## config.mk

```make
export PLATFORM = sky130hd
export DESIGN_NAME = osc_switch_doze
export DESIGN_NICKNAME = d
export VERILOG_FILES = /design/src/osc_ctl_pkg.sv /design/src/osc_switch_doze.sv
export SDC_FILE = /design/constraint.sdc
export NUM_CORES = 1
export LEC_CHECK = 0
export BUFFER_PORTS_ARGS = -buffer_cell sky130_fd_sc_hd__buf_2
export CORE_MARGIN = 1.5
export CORE_UTILIZATION = 35
export CTS_BUF_LIST = sky130_fd_sc_hd__clkbuf_16
export DETAILED_ROUTE_END_ITERATION = 8
export PLACE_DENSITY = 0.68
export SETUP_SLACK_MARGIN = 0.2
export SLEW_MARGIN = 15
export SYNTH_ARGS = -nofsm -noshare
export SYNTH_HDL_FRONTEND = slang
export SYNTH_SLANG_ARGS = --single-unit
```

## constraint.sdc

```tcl
create_clock -name sys_clk -period 2.06 [get_ports sys_clk]
set_input_delay 0.206 -clock sys_clk [delete_from_list [all_inputs] [get_ports sys_clk]]
set_output_delay 0.206 -clock sys_clk [all_outputs]
set_load 0.01 [all_outputs]
```

## src/osc_ctl_pkg.sv

```systemverilog
// osc_ctl_pkg: offsets, field positions, reset values, codes and carrier types
// for the oscillator switch and doze control block.
// assumes a 32-bit AXI4-Lite register bus with byte addresses of AW bits.
package osc_ctl_pkg;
  localparam int AW = 8;

  // register byte offsets
  localparam logic [AW-1:0] OSC_CTRL_OFS = 8'h00;
  localparam logic [AW-1:0] CLK_DIV_OFS  = 8'h04;
  localparam logic [AW-1:0] RC_TUNE_OFS  = 8'h08;

  // oscillator_control fields
  localparam int CUR_LSB    = 12;
  localparam int NEW_LSB    = 8;
  localparam int FREEZE_BIT = 7;
  localparam int LOCK_BIT   = 5;
  localparam int CF_BIT     = 3;
  localparam int DRV_BIT    = 2;
  localparam int SECONDARY_OSC_BIT   = 1;
  localparam int REQ_BIT    = 0;

  // clock_divider and rc_tune fields
  localparam int ROI_BIT    = 15;
  localparam int RATIO_LSB  = 12;
  localparam int RATIO_EN   = 11;
  localparam int POST_LSB   = 8;
  localparam int TRIM_LSB   = 0;

  // reset values and counts
  localparam logic [2:0] RATIO_RST   = 3'h3;
  localparam logic [2:0] POST_RST    = 3'h1;
  localparam logic [3:0] TEN_CLKS    = 4'hA;
  localparam logic [1:0] INIT_CYCLES = 2'h3;

  // unlock keys
  localparam logic [7:0] KEY_HI_A = 8'h78;
  localparam logic [7:0] KEY_HI_B = 8'h9A;
  localparam logic [7:0] KEY_LO_A = 8'h46;
  localparam logic [7:0] KEY_LO_B = 8'h57;

  localparam logic [1:0] RESP_OKAY   = 2'h0;
  localparam logic [1:0] RESP_SLVERR = 2'h2;

  typedef enum logic [2:0] {
    SRC_RC = 3'h0, SRC_RC_PLL = 3'h1, SRC_PRI = 3'h2, SRC_PRI_PLL = 3'h3,
    SRC_SEC = 3'h4, SRC_LOW_POWER_INTERNAL_RC = 3'h5, SRC_LPFRC_DIV = 3'h6, SRC_RC_DIV = 3'h7
  } src_t;

  typedef enum logic [1:0] {SW_IDLE = 2'b00, SW_START = 2'b01, SW_COUNT = 2'b11, SW_DONE = 2'b10} sw_state_t;
  typedef enum logic [1:0] {KEY_NONE = 2'b00, KEY_FIRST = 2'b01, KEY_OPEN = 2'b11} key_state_t;

  typedef struct packed {
    logic           awvalid;
    logic [AW-1:0]  awaddr;
    logic           wvalid;
    logic [31:0]    wdata;
    logic [3:0]     wstrb;
    logic           bready;
    logic           arvalid;
    logic [AW-1:0]  araddr;
    logic           rready;
  } axi_req_t;

  typedef struct packed {
    logic           awready;
    logic           wready;
    logic           bvalid;
    logic [1:0]     bresp;
    logic           arready;
    logic           rvalid;
    logic [31:0]    rdata;
    logic [1:0]     rresp;
  } axi_rsp_t;

  // raw levels from the oscillator side and configuration fuses
  typedef struct packed {
    logic           pll_lock;
    logic           ost_done;
    logic           new_clk;
    logic           fail_det;
    logic           irq;
    logic           low_power_internal_rc_keep;
    logic           switch_enable_cfg;
    logic           fail_safe_monitor_cfg;
    logic           secondary_osc_source_cfg;
    logic [2:0]     start_osc_cfg;
  } osc_pins_t;

  // oscillator run requests
  typedef struct packed {
    logic pll;
    logic primary_osc;
    logic secondary_osc;
    logic low_power_internal_rc;
    logic fast_internal_rc;
  } run_t;
endpackage

```

## src/osc_switch_doze.sv

```systemverilog
// osc_switch_doze: register file, unlock keys, clock switch sequencer,
// doze ratio and rc postscaler / trim control.
// assumes an AXI4-Lite master on sys_clk and raw oscillator levels from pins.
//
// Behaviour
// RULE1: freeze bit plus monitor blocks selection changes
// RULE2: pll_settled shows lock for pll modes only
// RULE3: clock_fail_flag sets on detected clock failure
// RULE4: high drive selects high-power secondary circuit
// RULE5: secondary_osc_enable turns secondary oscillator on/off
// RULE6: switch_request starts switch, reads 1 pending
// RULE7: interrupt clears ratio_enable when recover_on_irq set
// RULE8: clock_ratio_sel is power-of-two ratio, resets 011
// RULE9: ratio_enable low forces ratio 1:1
// RULE10: rc_postscale divides rc clock, resets 001
// RULE11: rc_trim is a signed frequency offset
// RULE12: switching only when switch_enable_cfg is 0
// RULE13: switching disabled shows start_osc_cfg as current
// RULE14: upper byte needs 78h,9Ah keys first
// RULE15: lower byte needs 46h,57h keys first
// RULE16: request to same source aborts at once
// RULE17: valid switch start clears lock and fail
// RULE18: start target, wait crystal timer and lock
// RULE19: count ten new-clock cycles before changeover
// RULE20: completion clears request, copies new to current
// RULE21: stop old source except kept ones
// RULE22: software avoids direct pll-to-pll switches
// RULE23: three-bit source selection code meanings
// RULE24: unkeyed control byte writes are ignored
//
// Implementation choices: the register addresses and the AXI4-Lite slave port.
`timescale 1ns/1ps
module osc_switch_doze
  import osc_ctl_pkg::*;
(
  // clock and reset
  input  wire logic       sys_clk,
  input  wire logic       reset_n,
  // register bus
  input  wire axi_req_t   bus_req,
  output axi_rsp_t        bus_rsp,
  // oscillator side
  input  wire osc_pins_t  pins,
  output src_t            cur_osc,
  output run_t            osc_run,
  output logic            secondary_osc_high_power,
  output logic            switch_busy,
  // doze and rc control
  output logic [2:0]      ratio_code,
  output logic [2:0]      rc_post_code,
  output logic            rc_post_active,
  output logic [5:0]      rc_trim_out
);

  // two-flop synchroniser for every pin level
  osc_pins_t  pin_a_q;
  osc_pins_t  pin_s_q;
  logic       clk_d_q;
  logic [1:0] init_q;

  always_ff @(posedge sys_clk or negedge reset_n) begin
    if (!reset_n) begin
      pin_a_q <= '0;
      pin_s_q <= '0;
      clk_d_q <= 1'b0;
      init_q  <= 2'h0;
    end else begin
      pin_a_q <= pins;
      pin_s_q <= pin_a_q;
      clk_d_q <= pin_s_q.new_clk;
      if (init_q != INIT_CYCLES) init_q <= init_q + 2'h1;
    end
  end

  // configuration decode
  wire init_done = (init_q == INIT_CYCLES);
  wire init_load = (init_q == INIT_CYCLES - 2'h1);
  wire sw_enabled = ~pin_s_q.switch_enable_cfg; // see RULE12
  wire monitor_on = sw_enabled & ~pin_s_q.fail_safe_monitor_cfg;
  wire clk_edge   = pin_s_q.new_clk & ~clk_d_q;

  // bus state
  logic           aw_held_q;
  logic           w_held_q;
  logic [AW-1:0]  awaddr_q;
  logic [31:0]    wdata_q;
  logic [3:0]     wstrb_q;
  logic           bvalid_q;
  logic [1:0]     bresp_q;
  logic           rvalid_q;
  logic [31:0]    rdata_q;
  logic [1:0]     rresp_q;

  // control state
  src_t       cur_q;
  src_t       new_q;
  src_t       tgt_q;
  sw_state_t  state_q;
  key_state_t hi_key_q;
  key_state_t lo_key_q;
  key_state_t hi_key_d;
  key_state_t lo_key_d;
  logic       freeze_q;
  logic       lock_q;
  logic       cf_q;
  logic       drv_q;
  logic       secondary_osc_en_q;
  logic       req_q;
  logic [3:0] cnt_q;
  logic       roi_q;
  logic [2:0] ratio_sel_q;
  logic       ratio_en_q;
  logic [2:0] post_q;
  logic [5:0] trim_q;

  // write decode
  wire       wr_fire   = aw_held_q & w_held_q & ~bvalid_q;
  wire       wr_osc    = wr_fire & (awaddr_q == OSC_CTRL_OFS);
  wire       wr_div    = wr_fire & (awaddr_q == CLK_DIV_OFS);
  wire       wr_tune   = wr_fire & (awaddr_q == RC_TUNE_OFS);
  wire       wr_map    = wr_osc | wr_div | wr_tune;
  wire       lane_hi   = wr_osc & wstrb_q[1];
  wire       lane_lo   = wr_osc & wstrb_q[0];
  wire [7:0] hbyte     = wdata_q[15:8];
  wire [7:0] lbyte     = wdata_q[7:0];
  wire       hi_ok     = lane_hi & (hi_key_q == KEY_OPEN); // see RULE14
  wire       lo_ok     = lane_lo & (lo_key_q == KEY_OPEN); // see RULE15
  wire       frozen    = freeze_q & monitor_on; // see RULE1
  wire       new_wr    = hi_ok & sw_enabled & ~frozen;

  // unlock key sequencers: any other write breaks the sequence
  always_comb begin
    hi_key_d = hi_key_q;
    lo_key_d = lo_key_q;
    if (wr_fire) begin
      if (!lane_hi || hi_ok)                             hi_key_d = KEY_NONE; // see RULE24
      else if (hi_key_q == KEY_FIRST && hbyte == KEY_HI_B) hi_key_d = KEY_OPEN; // see RULE14
      else if (hbyte == KEY_HI_A)                         hi_key_d = KEY_FIRST;
      else                                                hi_key_d = KEY_NONE;
      if (!lane_lo || lo_ok)                             lo_key_d = KEY_NONE; // see RULE24
      else if (lo_key_q == KEY_FIRST && lbyte == KEY_LO_B) lo_key_d = KEY_OPEN; // see RULE15
      else if (lbyte == KEY_LO_A)                         lo_key_d = KEY_FIRST;
      else                                                lo_key_d = KEY_NONE;
    end
  end

  // source usage decode
  function automatic run_t uses(input src_t s);
    run_t r;
    r      = '0;
    r.fast_internal_rc  = (s == SRC_RC) | (s == SRC_RC_PLL) | (s == SRC_RC_DIV) | (s == SRC_LPFRC_DIV); // see RULE23
    r.pll  = (s == SRC_RC_PLL) | (s == SRC_PRI_PLL);
    r.primary_osc = (s == SRC_PRI) | (s == SRC_PRI_PLL);
    r.secondary_osc = (s == SRC_SEC);
    r.low_power_internal_rc = (s == SRC_LOW_POWER_INTERNAL_RC);
    return r;
  endfunction

  // switch sequencer decode
  wire  busy       = (state_q != SW_IDLE);
  run_t r_cur;
  run_t r_tgt;
  assign r_cur = uses(cur_q);
  assign r_tgt = uses(tgt_q);
  wire  same_src   = (new_q == cur_q);
  wire  sw_start   = (state_q == SW_IDLE) & req_q & ~same_src & sw_enabled;
  wire  sw_abort   = (state_q == SW_IDLE) & req_q & same_src; // see RULE16
  wire  pll_active = busy ? r_tgt.pll : r_cur.pll; // see RULE2
  wire  tgt_ready  = (~r_tgt.primary_osc | pin_s_q.ost_done) & (~r_tgt.pll | lock_q); // see RULE18
  wire  last_edge  = clk_edge & (cnt_q == TEN_CLKS - 4'h1); // see RULE19
  wire  req_set    = lo_ok & lbyte[REQ_BIT] & sw_enabled & ~frozen & ~busy; // see RULE6
  wire  cf_set     = pin_s_q.fail_det & monitor_on; // see RULE3
  wire  cf_clr     = sw_start | (lo_ok & ~lbyte[CF_BIT]); // see RULE17

  // switch sequencer
  always_ff @(posedge sys_clk or negedge reset_n) begin
    if (!reset_n) begin
      state_q <= SW_IDLE;
      cnt_q   <= 4'h0;
      tgt_q   <= SRC_RC;
    end else if (!sw_enabled) begin
      state_q <= SW_IDLE; // see RULE12
    end else begin
      unique case (state_q)
        SW_IDLE: begin
          cnt_q <= 4'h0;
          if (sw_start) begin
            tgt_q   <= new_q;
            state_q <= SW_START;
          end
        end
        SW_START: if (tgt_ready) state_q <= SW_COUNT; // see RULE18
        SW_COUNT: begin
          if (clk_edge) cnt_q <= cnt_q + 4'h1;
          if (last_edge) state_q <= SW_DONE; // see RULE19
        end
        SW_DONE:  state_q <= SW_IDLE;
      endcase
    end
  end

  // oscillator control register
  always_ff @(posedge sys_clk or negedge reset_n) begin
    if (!reset_n) begin
      cur_q     <= SRC_RC_DIV;
      new_q     <= SRC_RC_DIV;
      freeze_q  <= 1'b0;
      lock_q    <= 1'b0;
      cf_q      <= 1'b0;
      drv_q     <= 1'b0;
      secondary_osc_en_q <= 1'b0;
      req_q     <= 1'b0;
      hi_key_q  <= KEY_NONE;
      lo_key_q  <= KEY_NONE;
    end else begin
      hi_key_q <= hi_key_d;
      lo_key_q <= lo_key_d;
      lock_q   <= sw_start ? 1'b0 : (pin_s_q.pll_lock & pll_active); // see RULE17
      if (cf_set)      cf_q <= 1'b1; // see RULE3
      else if (cf_clr) cf_q <= 1'b0;
      if (init_load) begin
        cur_q <= src_t'(pin_s_q.start_osc_cfg);
        new_q <= src_t'(pin_s_q.start_osc_cfg);
      end else if (!sw_enabled) begin
        cur_q <= src_t'(pin_s_q.start_osc_cfg); // see RULE13
      end else if (state_q == SW_DONE) begin
        cur_q <= tgt_q; // see RULE20
      end
      if (new_wr) new_q <= src_t'(hbyte[2:0]); // see RULE14
      if (lo_ok) begin
        freeze_q  <= freeze_q | lbyte[FREEZE_BIT];
        drv_q     <= lbyte[DRV_BIT];
        secondary_osc_en_q <= lbyte[SECONDARY_OSC_BIT]; // see RULE5
      end
      if (!sw_enabled || sw_abort || state_q == SW_DONE) req_q <= 1'b0; // see RULE20
      else if (req_set)                                  req_q <= 1'b1; // see RULE6
    end
  end

  // clock divider and tune registers; an interrupt beats a same-cycle write
  wire irq_recover = roi_q & pin_s_q.irq;

  always_ff @(posedge sys_clk or negedge reset_n) begin
    if (!reset_n) begin
      roi_q       <= 1'b0;
      ratio_sel_q <= RATIO_RST; // see RULE8
      ratio_en_q  <= 1'b0;
      post_q      <= POST_RST; // see RULE10
      trim_q      <= 6'h00;
    end else begin
      if (wr_div && wstrb_q[1]) begin
        roi_q       <= wdata_q[ROI_BIT];
        ratio_sel_q <= wdata_q[RATIO_LSB +: 3];
        ratio_en_q  <= wdata_q[RATIO_EN];
        post_q      <= wdata_q[POST_LSB +: 3];
      end
      if (irq_recover) ratio_en_q <= 1'b0; // see RULE7
      if (wr_tune && wstrb_q[0]) trim_q <= wdata_q[TRIM_LSB +: 6]; // see RULE11
    end
  end

  // run requests: current, target while switching, and sources kept alive
  run_t run_d;
  always_comb begin
    run_d      = run_t'(r_cur | (busy ? r_tgt : run_t'('0))); // see RULE21
    run_d.secondary_osc = run_d.secondary_osc | secondary_osc_en_q;
    run_d.low_power_internal_rc = run_d.low_power_internal_rc | pin_s_q.low_power_internal_rc_keep | monitor_on;
  end

  // registered outputs
  always_ff @(posedge sys_clk or negedge reset_n) begin
    if (!reset_n) begin
      osc_run         <= '0;
      ratio_code      <= 3'h0;
      rc_post_code    <= POST_RST;
      rc_post_active  <= 1'b0;
      secondary_osc_high_power <= 1'b0;
    end else begin
      osc_run         <= run_d;
      ratio_code      <= ratio_en_q ? ratio_sel_q : 3'h0; // see RULE9
      rc_post_code    <= post_q;
      rc_post_active  <= (cur_q == SRC_RC_DIV) | (cur_q == SRC_LPFRC_DIV); // see RULE10
      secondary_osc_high_power <= pin_s_q.secondary_osc_source_cfg & drv_q; // see RULE4
    end
  end

  assign cur_osc     = cur_q;
  assign switch_busy = req_q;
  assign rc_trim_out = trim_q;

  // read decode
  wire [31:0] osc_word = {16'h0000, 1'b0, cur_q, 1'b0, new_q, freeze_q, 1'b0, lock_q, 1'b0,
                          cf_q, drv_q, secondary_osc_en_q, req_q};
  wire [31:0] div_word = {16'h0000, roi_q, ratio_sel_q, ratio_en_q, post_q, 8'h00};
  wire [31:0] tun_word = {26'h0, trim_q};
  wire        rd_osc   = (bus_req.araddr == OSC_CTRL_OFS);
  wire        rd_div   = (bus_req.araddr == CLK_DIV_OFS);
  wire        rd_tun   = (bus_req.araddr == RC_TUNE_OFS);
  wire [31:0] rd_mux   = rd_osc ? osc_word : rd_div ? div_word : rd_tun ? tun_word : 32'h00000000;
  wire        aw_take  = bus_req.awvalid & bus_rsp.awready;
  wire        w_take   = bus_req.wvalid & bus_rsp.wready;
  wire        ar_take  = bus_req.arvalid & bus_rsp.arready;

  // bus slave: address and data taken in either order, one of each at a time
  always_ff @(posedge sys_clk or negedge reset_n) begin
    if (!reset_n) begin
      aw_held_q <= 1'b0;
      w_held_q  <= 1'b0;
      awaddr_q  <= '0;
      wdata_q   <= 32'h00000000;
      wstrb_q   <= 4'h0;
      bvalid_q  <= 1'b0;
      bresp_q   <= RESP_OKAY;
      rvalid_q  <= 1'b0;
      rdata_q   <= 32'h00000000;
      rresp_q   <= RESP_OKAY;
    end else begin
      if (aw_take) begin
        aw_held_q <= 1'b1;
        awaddr_q  <= bus_req.awaddr;
      end
      if (w_take) begin
        w_held_q <= 1'b1;
        wdata_q  <= bus_req.wdata;
        wstrb_q  <= bus_req.wstrb;
      end
      if (wr_fire) begin
        aw_held_q <= 1'b0;
        w_held_q  <= 1'b0;
        bvalid_q  <= 1'b1;
        bresp_q   <= wr_map ? RESP_OKAY : RESP_SLVERR;
      end else if (bus_req.bready) begin
        bvalid_q <= 1'b0;
      end
      if (ar_take) begin
        rvalid_q <= 1'b1;
        rdata_q  <= rd_mux;
        rresp_q  <= (rd_osc | rd_div | rd_tun) ? RESP_OKAY : RESP_SLVERR;
      end else if (bus_req.rready) begin
        rvalid_q <= 1'b0;
      end
    end
  end

  // bus answers
  always_comb begin
    bus_rsp         = '0;
    bus_rsp.awready = init_done & ~aw_held_q;
    bus_rsp.wready  = init_done & ~w_held_q;
    bus_rsp.bvalid  = bvalid_q;
    bus_rsp.bresp   = bresp_q;
    bus_rsp.arready = init_done & ~rvalid_q;
    bus_rsp.rvalid  = rvalid_q;
    bus_rsp.rdata   = rdata_q;
    bus_rsp.rresp   = rresp_q;
  end
endmodule

```

==> results of run 1 <==
-- stage by stage --
step	instances	utilization [%]	instance area (µm²)	power [µW]
floorplan	420	-	5248	3889
global placement	685	40.68	5891	4254
detailed placement	685	40.68	5891	4320
CTS	733	45.39	6571	6829
global route	733	45.57	6598	7108
finish	733	45.57	6598	6747
-- worst max-delay path by stage --
stage	from	end	slack [ps]
finish	awaddr_q[5]$_DFFE_PN0P_	roi_q$_DFFE_PN0P_	170
global route	awaddr_q[5]$_DFFE_PN0P_	cf_q$_DFFE_PN0P_	100
CTS	awaddr_q[5]$_DFFE_PN0P_	roi_q$_DFFE_PN0P_	170
detailed placement	awaddr_q[1]$_DFFE_PN0P_	rc_trim_out[2]$_DFFE_PN0P_	110
global placement	awaddr_q[1]$_DFFE_PN0P_	rc_trim_out[0]$_DFFE_PN0P_	130
floorplan	init_q[0]$_DFFE_PN0P_	rdata_q[0]$_DFFE_PN0P_	200
-- logic make-up after synthesis --
kind of cell / synth area share [%]
muxes: 12.39
xor gates and xnor gates: 0.6764
other: 0.07241
buffers and inverters: 4.711
DFF: 61.13
and+or+nand+nor: 11.48
AOI/OAI and AO/OA: 8.336
adders and majority gates: 1.208
-- repair_timing --
item / CTS / global route
buffers inserted: 1 / 0
hold buffers: 15 / 0
pin swaps: 5 / 2
resized for setup: 9 / 8
setup endpoints to repair: 21 / 33
hold endpoints to repair: 37 / 0
-- cell usage after synthesis (all sizes together), types with 5 or more instances --
| master | number |
|---|---|
| nand2 | 30 |
| inv | 14 |
| nand3b | 5 |
| a22o | 9 |
| and2 | 6 |
| nor2b | 9 |
| nor3 | 5 |
| a21oi | 9 |
| nor2 | 8 |
| mux2 | 49 |
| dfstp | 10 |
| ha | 5 |
| nor4 | 5 |
| o21ai | 25 |
| clkbuf | 9 |
| a21o | 5 |
| nand2b | 5 |
| buf | 21 |
| mux2i | 9 |
| dfrtp | 116 |
| nand4 | 5 |
-- state kept, by name, summed over array words and instances, names as in the netlist, 2 cells and up --
register and cells:
cnt_q 4, lo_key_q 2, new_q 3, rc_trim_out 6, hi_key_q 2, osc_run 5, rc_post_code 3, cur_osc 3
awaddr_q 8, init_q 2, state_q 2, rdata_q 15, tgt_q 3, ratio_code 3, pin_a_q 12, pin_s_q 12
wstrb_q 2, post_q 3, wdata_q 16, ratio_sel_q 3
-- cell type report --
class	instances	area (µm²)	area share (%)
sequential	126	3166	47.98
multi-input combinational	250	1896	28.73
timing repair buffer	127	770.7	11.68
clock buffer	17	425.4	6.448
tap	184	230.2	3.489
clock inverter	15	57.56	0.8724
inverter	14	52.55	0.7965
-- power by group --
| part | internal (µW) | leakage, µW | total [µW] | switching [µW] |
|---|---|---|---|---|
| Sequential | 2880 | 0.00157 | 3230 | 352 |
| Combinational | 574 | 0.00137 | 1100 | 523 |
| Clock | 1460 | 0.000269 | 2420 | 955 |
-- metal layers --
layer  global-route usage [%]  vias up
li1                         -     1662
met3                    5.498       20
met1                    19.62     1769
met4                    5.680        0
met5                        0        -
met2                    26.41      120
==> results by group, run 1 <==
Die
  • Cell row count: 44
  • Ports: 135
  • Starting density of the core: 35.77%
  • DIE WIDTH: 124.6 µm
  • Die height: 124.6 µm
  • Full die area: 15540 µm²
  • Core area: 14480 µm²

Worst hold path
  • Worst Hold Class: in2reg
  • Min-delay src: bus_req[21]
  • Hold EP: wdata_q[6]$_DFFE_PN0P_
  • Hold path cells: 2

Placed design
  • Gp weighted congestion: 0.8085
  • PortBufs: 97
  • Post-DP HPWL: 8517 µm
  • Post-place setup slack: 111.2 ps

Clocking
  • Clk Latency, worst-skew pair: 410 ps
  • TritonCTS clock tree: yes
  • Longest Clk Path Bufs: 2
  • CTS buffer count: 17
  • Clock H-tree levels: 4
  • Reg clk slew, reported paths: 50 ps
  • TritonCTS Sinks: 126
  • CTS Root Cell: clkbuf_16

Routing
  • Vias: 3571
  • DR iter-0 viols: 236
  • TritonRoute pass-1 iters: 4
  • Residual DRC: 0
  • Met3 WL: 660 µm
  • WL/cell: 15.69 µm
  • Top Metal Used: met4
  • WL met2: 5733 µm
  • DR vias/cell: 4.872
  • Antenna Nets Post-Route: 0
  • Final wirelength: 11500 µm
  • Metal-1 WL: 4889 µm

Worst setup path
  • Worst reg2reg path depth: 5
  • Crit path max-delay cell type: or4_4
  • CP endpoint kind: flip-flop
  • Crit path launch type: flip-flop
  • R2R Path End: roi_q$_DFFE_PN0P_
  • Crit-path cells: or4_4, buf_6, nor4_4, buf_6, mux2_2
  • CP arrival: 2180 ps
  • Reg2reg setup slack: 170 ps
  • Max incr delay on CP: 580 ps
  • CP max FO: 8
  • Worst EP required: 2350 ps
  • Worst path most repeated cell: buf_6
  • Setup CP Type: reg2reg
  • Worst R2R Start: awaddr_q[5]$_DFFE_PN0P_
  • Top delay family on crit path: simple AND/OR/NAND/NOR gates
  • WP buf/inv: 2
  • Worst path depth: 5

Logic synthesis
  • Dominant synthesized flop cell: dfrtp_1
  • Netlist Area Pre-Place: 5179 µm²
  • Mean post-synth cell area: 12.88 µm²
  • Area leader, netlist: dfrtp_1
  • FFs w/ async S/R, synth: 100.0%
  • Sequential fraction of the synthesis area: 61.13%
  • Synthesized flop and latch total: 126
  • Synth warnings: 0
  • Netlist cell types: 48
  • Synth Instances: 402
  • Post-synth top area share: 56.05%
  • Post-synth EDFFs: 0
  • Top cells by area, synth: dfrtp_1, mux2_2, dfstp_2

Final layout
  • Layout cells sized above 1: 37.16%
  • Fin nets: 612
  • Commonest non-fill, non-tap cell in the layout: dfrtp_1
  • Fill count: 1356
  • Ant. Diodes: 0
  • Syn-to-layout area delta: 27.40%
  • Commonest cells after routing, fill and taps aside: dfrtp_1, buf_2, mux2_2

Timing
  • RSZ-0062 raised after global routing: yes
  • Hold Vio Cnt, Final: 0
  • Slew Limit Fails: 0
  • Final worst slack: 165.6 ps
  • Final setup fails: 0
  • Min Tclk post-route: 1894 ps
  • Final period util: 91.96%
  • Worst slew pin tran: 498.2 ps
  • Setup TNS Final: 0 ps
  • Clock Skews: 7.699 ps
  • Max_slew headroom: 66.34%
  • Fmax: 0.5279 GHz
  • Hold WS: 26.39 ps

Power
  • Maximum VDD drop: 0.0006665 V
  • PwrDens: 1023 nW/µm²
  • Leakage power: 0.003204 µW

Global route
  • Initial antenna violation count: 0
  • First-pass GRT wire length: 19410 µm
  • Gr usage total: 16.05%
  • GRT overflow: 0
  • Largest net degree at the start of global routing: 63
  • Number of global-route vias before repair: 3715

Run
  • Max-cap violations: 0

Outcome
  • Outcome: complete, no violations
No activity file was read; power rests on OpenSTA's default activity.
==> run 2: changes to the inputs <==
--- a/config.mk
+++ b/config.mk
@@ -9,5 +9,5 @@
 export CORE_MARGIN = 1.5
 export CORE_UTILIZATION = 35
-export CTS_BUF_LIST = sky130_fd_sc_hd__clkbuf_16
+export CTS_BUF_LIST = sky130_fd_sc_hd__clkbuf_8
 export DETAILED_ROUTE_END_ITERATION = 8
 export PLACE_DENSITY = 0.68
==> constraint.sdc (replaced) <==
create_clock -name sys_clk -period 2.06 [get_ports sys_clk]
set_input_delay 0.412 -clock sys_clk [delete_from_list [all_inputs] [get_ports sys_clk]]
set_output_delay 0.412 -clock sys_clk [all_outputs]
set_load 0.01 [all_outputs]
==> run 2 against run 1 <==
Net effect:
- sequential cell count unchanged
- count of clock-buffer cells in the layout increased by 2
- non-clock buffer count decreased by 12
- worst hold slack improved by 51 ps
- combinational power about the same
- final cell count decreased by 1.6%
- clock power about the same
- largest power group unchanged
==> results by group, run 2 (same netlist as run 1, synthesis figures left out) <==
Outcome
  • Outcome: complete, no violations

Routing
  • DR vias/cell: 4.942 (+1.4%)
  • Antenna Nets Post-Route: 0 (unchanged)
  • DR iter-0 viols: 192 (-19%)
  • Final wirelength: 11620 µm (+1.0%)
  • WL/cell: 16.11 µm (+2.7%)
  • Vias: 3563 (-0.22%)
  • TritonRoute pass-1 iters: 5 (+1)
  • Residual DRC: 0 (unchanged)

Final layout
  • Fill count: 1335 (-1.5%)
  • Ant. Diodes: 0 (unchanged)
  • Finished Cell Area: 6494 µm² (-1.6%)
  • Layout cells sized above 1: 40.41% (+3.3 points)
  • Fin nets: 600 (-2.0%)
  • Largest regs: wdata_q x16, rdata_q x15
  • Largest register FFs: 16 (unchanged)
  • Top reg by flops: wdata_q
  • Commonest cells after routing, fill and taps aside: dfrtp_1, buf_2, mux2_2
  • Non-filler cells in the finished layout: 721 (-1.6%)
  • Commonest non-fill, non-tap cell in the layout: dfrtp_1
  • Syn-to-layout area delta: 25.39%

Worst setup path
  • Worst EP required: 2370 ps (+20 ps)
  • Setup CP Type: reg2reg
  • Worst reg2reg path depth: 4 (-1)
  • CP endpoint kind: flip-flop
  • CP arrival: 2190 ps (about the same)
  • CP max FO: 4 (-4)
  • Crit path launch type: flip-flop

Global route
  • First-pass GRT wire length: 18690 µm (-3.7%)
  • Met1 Usage GRT: 19.28% (-0.35 points)
  • GR Util met2: 25.21% (-1.2 points)
  • GR Util met3: 5.584% (+0.086 points)
  • GRT busiest layer: met2
  • GRT overflow: 0 (unchanged)
  • Initial antenna violation count: 0 (unchanged)
  • Gr usage total: 15.57% (-0.48 points)
  • Largest net degree at the start of global routing: 64 (+1.6%)
  • Number of global-route vias before repair: 3648 (-1.8%)

Die
  • Full die area: 15540 µm² (unchanged)
  • Die height: 124.6 µm (unchanged)
  • Starting density of the core: 35.77% (unchanged)
  • Core area: 14480 µm² (unchanged)
  • Cell row count: 44 (unchanged)
  • DIE WIDTH: 124.6 µm (unchanged)
  • Ports: 135 (unchanged)

Timing
  • Slew Limit Fails: 0 (unchanged)
  • Setup TNS Final: 0 ps (unchanged)
  • Hold Vio Cnt, Final: 0 (unchanged)
  • RSZ-0062 raised after global routing: yes
  • Min Tclk post-route: 1877 ps (-17.19 ps)
  • Clock Skews: 11.22 ps (+3.516 ps)
  • Final period util: 91.12% (-0.83 points)
  • Final setup fails: 0 (unchanged)
  • Max_slew headroom: 66.74% (+0.40 points)
  • Fmax: 0.5327 GHz (+0.92%)
  • Worst slew pin tran: 492.2 ps (-5.964 ps)

Placed design
  • PortBufs: 97 (unchanged)
  • Dpl cell area: 5896 µm² (about the same)
  • Inst Count DP: 684 (-0.15%)
  • Post-DP HPWL: 8455 µm (-0.73%)
  • Gp weighted congestion: 0.8238 (+1.9%)

Clocking
  • CTS Root Cell: clkbuf_8
  • Clk Latency, worst-skew pair: 440 ps (+30 ps)
  • Longest Clk Path Bufs: 2 (unchanged)
  • Reg clk slew, reported paths: 70 ps (+20 ps)
  • CTS buffer count: 17 (unchanged)
  • TritonCTS clock tree: yes
  • TritonCTS Sinks: 126 (unchanged)
  • Clock H-tree levels: 4 (unchanged)

Worst hold path
  • Worst Hold Class: in2reg
  • Hold path cells: 1 (-1)

Power
  • PwrDens: 1041 nW/µm² (+1.8%)
  • Maximum VDD drop: 0.0004432 V (-33%)
  • Leakage power: 0.003186 µW (-0.58%)

Run
  • Max-cap violations: 0 (unchanged)
-- run 2: changes by cell type in the layout (fill, tap and decap cells not counted), moves of 5 or more --
cell | previous run | this run
clkinv_1 | 5 | 0
dlygate4sd3_1 | 15 | 1
clkbuf_8 | 0 | 19
bufinv_16 | 0 | 5
clkbuf_16 | 17 | 0
-- run 2: what timing repair did --
item,4_1_cts,5_1_grt
gates cloned,0,0
hold buffers,1,0
hold endpoints to repair,8,0
setup buffers,4,0
gates resized for setup,13,9
pin swaps,6,1
endpoints found under the setup margin,15,20
-- run 2: area by class of cell --
type | instances | area, µm² | area share (%)
multi-input combinational | 250 | 1931 | 29.73
sequential | 126 | 3166 | 48.75
tap | 184 | 230.2 | 3.545
clock inverter | 13 | 182.7 | 2.813
timing repair buffer | 115 | 670.6 | 10.33
inverter | 14 | 52.55 | 0.8092
clock buffer | 19 | 261.5 | 4.027
-- run 2: stage by stage --
| stage | setup WS (ps) | utilization [%] | hold slack (ps) | total power, µW |
|---|---|---|---|---|
| after floorplan | 202.4 | - | 116.4 | 3889 |
| after detailed placement | -16.31 | 40.72 | 283.1 | 4304 |
| final | 182.8 | 44.85 | 77.24 | 6762 |
| after global placement | 83.79 | 40.72 | 279.3 | 4244 |
| after global routing | 119.3 | 44.85 | 43.92 | 7106 |
| after CTS | 172.4 | 44.52 | 39.97 | 6806 |
-- run 2: where the power goes --
part	switching [µW]	total, µW	internal (µW)
Sequential	370	3240	2870
Combinational	534	1120	591
Clock	921	2400	1480
Total	1820	6760	4940
-- run 2: routing by layer --
layer / vias up / wire length [µm]
li1: 1635 / -
met2: 131 / 5758
met1: 1779 / 4901
met5: - / 0
met3: 18 / 801
met4: 0 / 156
-- run 2: path summary, 6_finish.rpt --
kind                            slack [ps]                     from                endpoint
min in group asynchronous              370                  reset_n  rdata_q[8]$_DFFE_PN0P_
worst max-delay path                   180  awaddr_q[4]$_DFFE_PN0P_       drv_q$_DFFE_PN0N_
worst min-delay path                    80                  pins[8]    pin_a_q[8]$_DFF_PN0_
max in group asynchronous             1080                  reset_n  cur_osc[1]$_DFFE_PN1P_
worst max register to register         180  awaddr_q[4]$_DFFE_PN0P_       drv_q$_DFFE_PN0N_
worst min register to register         350     pin_a_q[3]$_DFF_PN0_    pin_s_q[3]$_DFF_PN0_
-- run 2: critical path, stage by stage (launching register included) --
cell and delay (ps):
dfrtp_1 380, or4_4 620, nor4_4 160, nand4_1 240
mux2_4 360
==> run 3: changes to the inputs <==
clock period = 1.85 ns   (was 2.06 ns; I/O delays follow)
==> run 3 against run 2 <==
Net effect:
- count of clock-buffer cells in the layout increased by 2
- clock power increased by 5%
- worst setup slack got worse by 170 ps
- via count increased by 0.59%
- sequential share of layout area decreased by 1.5 points
- register-to-register slack got worse by 170 ps
- utilization increased by 1.5 points
- critical path depth increased by 1
- worst hold slack got worse by 34 ps
- critical path type unchanged
- critical endpoint is now new_q[0]$_DFFE_PN1P_
==> results by group, run 3 (same netlist as run 1, synthesis figures left out) <==
Outcome
  • Outcome: complete, no violations

Timing
  • Min Tclk post-route: 1835 ps (-41.99 ps)
  • RSZ-0062 raised after global routing: yes
  • Clock Skews: 11.24 ps (+0.02070 ps)
  • Fmax: 0.5449 GHz (+2.3%)
  • Hold Vio Cnt, Final: 0 (unchanged)
  • Final period util: 99.20% (+8.1 points)
  • Setup TNS Final: 0 ps (unchanged)
  • Slew Limit Fails: 0 (unchanged)
  • Final setup fails: 0 (unchanged)

Power
  • Share of total power in the clock network: 33.6% (-1.8 points)
  • Internal power: 5391 µW (+9.2%)
  • PwrDens: 1113 nW/µm² (+6.9%)
  • Sequential power share: 48.3% (+0.4 points)
  • Leakage power: 0.003270 µW (+2.7%)
  • Switching Share: 27.75% (+0.77 points)
  • Comb power frac: 18.1% (+1.5 points)
  • Maximum VDD drop: 0.0006829 V (+54%)
  • Psw: 2071 µW (+14%)

Routing
  • Antenna Nets Post-Route: 0 (unchanged)
  • WL/cell: 15.60 µm (-3.2%)
  • DR iter-0 viols: 153 (-20%)
  • Residual DRC: 0 (unchanged)
  • Final wirelength: 11470 µm (-1.3%)
  • Vias: 3584 (+0.59%)
  • TritonRoute pass-1 iters: 4 (-1)
  • DR vias/cell: 4.876 (-1.3%)

Placed design
  • Inst Count DP: 690 (+0.88%)
  • Post-DP HPWL: 8311 µm (-1.7%)
  • Gp weighted congestion: 0.7766 (-5.7%)
  • PortBufs: 97 (unchanged)

Clocking
  • Reg clk slew, reported paths: 70 ps (about the same)
  • TritonCTS Sinks: 126 (unchanged)
  • CTS buffer count: 17 (unchanged)
  • TritonCTS clock tree: yes
  • Clk Latency, worst-skew pair: 430 ps (about the same)
  • Clock H-tree levels: 4 (unchanged)
  • CTS Root Cell: clkbuf_8
  • Longest Clk Path Bufs: 2 (unchanged)

Global route
  • Gr usage total: 15.59% (+0.020 points)
  • First-pass GRT wire length: 18880 µm (+1.0%)
  • Largest net degree at the start of global routing: 52 (-19%)
  • GRT overflow: 0 (unchanged)
  • Number of global-route vias before repair: 3702 (+1.5%)
  • Initial antenna violation count: 1 (+1)

Final layout
  • Commonest non-fill, non-tap cell in the layout: dfrtp_1
  • Syn-to-layout area delta: 29.48%
  • Commonest cells after routing, fill and taps aside: dfrtp_1, buf_2, mux2_2
  • Ant. Diodes: 0 (unchanged)
  • Layout cells sized above 1: 43.92% (+3.5 points)
  • Top reg by flops: wdata_q
  • Non-filler cells in the finished layout: 735 (+1.9%)
  • Fill count: 1354 (+1.4%)
  • Largest register FFs: 16 (unchanged)
  • Fin nets: 614 (+2.3%)
  • Largest regs: wdata_q x16, rdata_q x15
  • Core Util, Final: 46.31% (+1.5 points)

Worst setup path
  • Reg2reg setup slack: 10 ps (-170 ps)
  • Worst EP required: 2210 ps (-160 ps)
  • CP max FO: 4 (unchanged)
  • Crit path max-delay cell type: or4_4
  • Setup CP Type: reg2reg
  • Crit path launch type: flip-flop
  • Worst R2R Start: awaddr_q[4]$_DFFE_PN0P_
  • CP endpoint kind: flip-flop
  • Crit-path cells: or4_4, nor4_4, buf_4, nand3_4, mux2_2
  • Max incr delay on CP: 610 ps (about the same)
  • R2R Path End: new_q[0]$_DFFE_PN1P_
  • CP arrival: 2190 ps (about the same)
  • Worst reg2reg path depth: 5 (+1)

Die
  • Cell row count: 44 (unchanged)
  • Full die area: 15540 µm² (unchanged)
  • DIE WIDTH: 124.6 µm (unchanged)
  • Ports: 135 (unchanged)
  • Die height: 124.6 µm (unchanged)
  • Core area: 14480 µm² (unchanged)
  • Starting density of the core: 35.77% (unchanged)

Run
  • Max-cap violations: 0 (unchanged)

Worst hold path
  • Hold path cells: 1 (unchanged)
  • Min-delay src: pins[4]
  • Worst Hold Class: in2reg
  • Hold EP: pin_a_q[4]$_DFF_PN0_
-- run 3: changes by cell type in the layout (fill, tap and decap cells not counted), sizes merged --
cell and delta:
buf +14, bufinv -2, clkbuf +2, clkinvlp +3
inv -3
-- run 3: repair_timing --
action | 4_1_cts | 5_1_grt
pin swaps | 14 | 7
endpoints found under the hold margin | 22 | 0
cloned | 0 | 0
resized for setup | 26 | 15
setup endpoints to repair | 65 | 43
buffers inserted | 9 | 3
hold buffers | 1 | 0
-- run 3: stage by stage --
step | power, µW | hold WS, ps | worst slack (ps) | cell area [µm²]
after detailed placement | 4848 | 318.1 | -54.63 | 5998
after global placement | 4780 | 311.1 | -36.39 | 5998
after CTS | 7495 | 13.06 | 0.4021 | 6616
final | 7462 | 43.03 | 14.83 | 6705
after floorplan | 4370 | 74.41 | 53.12 | 5321
after global routing | 7859 | 8.572 | -83.77 | 6705
-- run 3: worst max-delay path by stage --
stage	from	to	slack, ps	cells after the start
after floorplan	awaddr_q[1]$_DFFE_PN0P_	post_q[1]$_DFFE_PN0P_	50	3
after global placement	awaddr_q[1]$_DFFE_PN0P_	drv_q$_DFFE_PN0N_	-40	4
after detailed placement	awaddr_q[1]$_DFFE_PN0P_	drv_q$_DFFE_PN0N_	-50	4
after CTS	awaddr_q[4]$_DFFE_PN0P_	new_q[0]$_DFFE_PN1P_	0.4	5
after global routing	awaddr_q[4]$_DFFE_PN0P_	new_q[0]$_DFFE_PN1P_	-80	5
final	awaddr_q[4]$_DFFE_PN0P_	new_q[0]$_DFFE_PN1P_	10	5
-- run 3: final cells by class --
type / instances / area (µm²) / area share, %
clock buffer: 21 / 289.0 / 4.311
inverter: 14 / 52.55 / 0.7837
clock inverter: 11 / 138.9 / 2.071
tap: 184 / 230.2 / 3.433
sequential: 126 / 3166 / 47.21
multi-input combinational: 250 / 2006 / 29.91
timing repair buffer: 129 / 823.3 / 12.28
-- run 3: worst max-delay path, delay by kind of cell (launching register included) --
family,cells,cell delay (ps)
muxes,1,300
buffers and inverters,1,180
and+or+nand+nor,3,900
DFF,1,380
-- run 3: power groups by stage --
stage / Sequential (µW) / Combinational, µW / Clock, µW
final: 3600 / 1350 / 2510
after global routing: 3670 / 1480 / 2720
after CTS: 3600 / 1330 / 2580
after detailed placement: 3630 / 1220 / 0
after global placement: 3600 / 1180 / 0
after floorplan: 3510 / 860 / 0
-- run 3: routing by layer --
metal  share of wire [%]  up-vias  wire length (µm)  global-route usage [%]
li1                    -     1654                 -                       -
met1                  43     1791              4884                   19.06
met2                  50      126              5766                   26.24
met3                 5.9       13               680                   5.026
met4                 1.2        0               133                   4.801
met5                   0        -                 0                       0
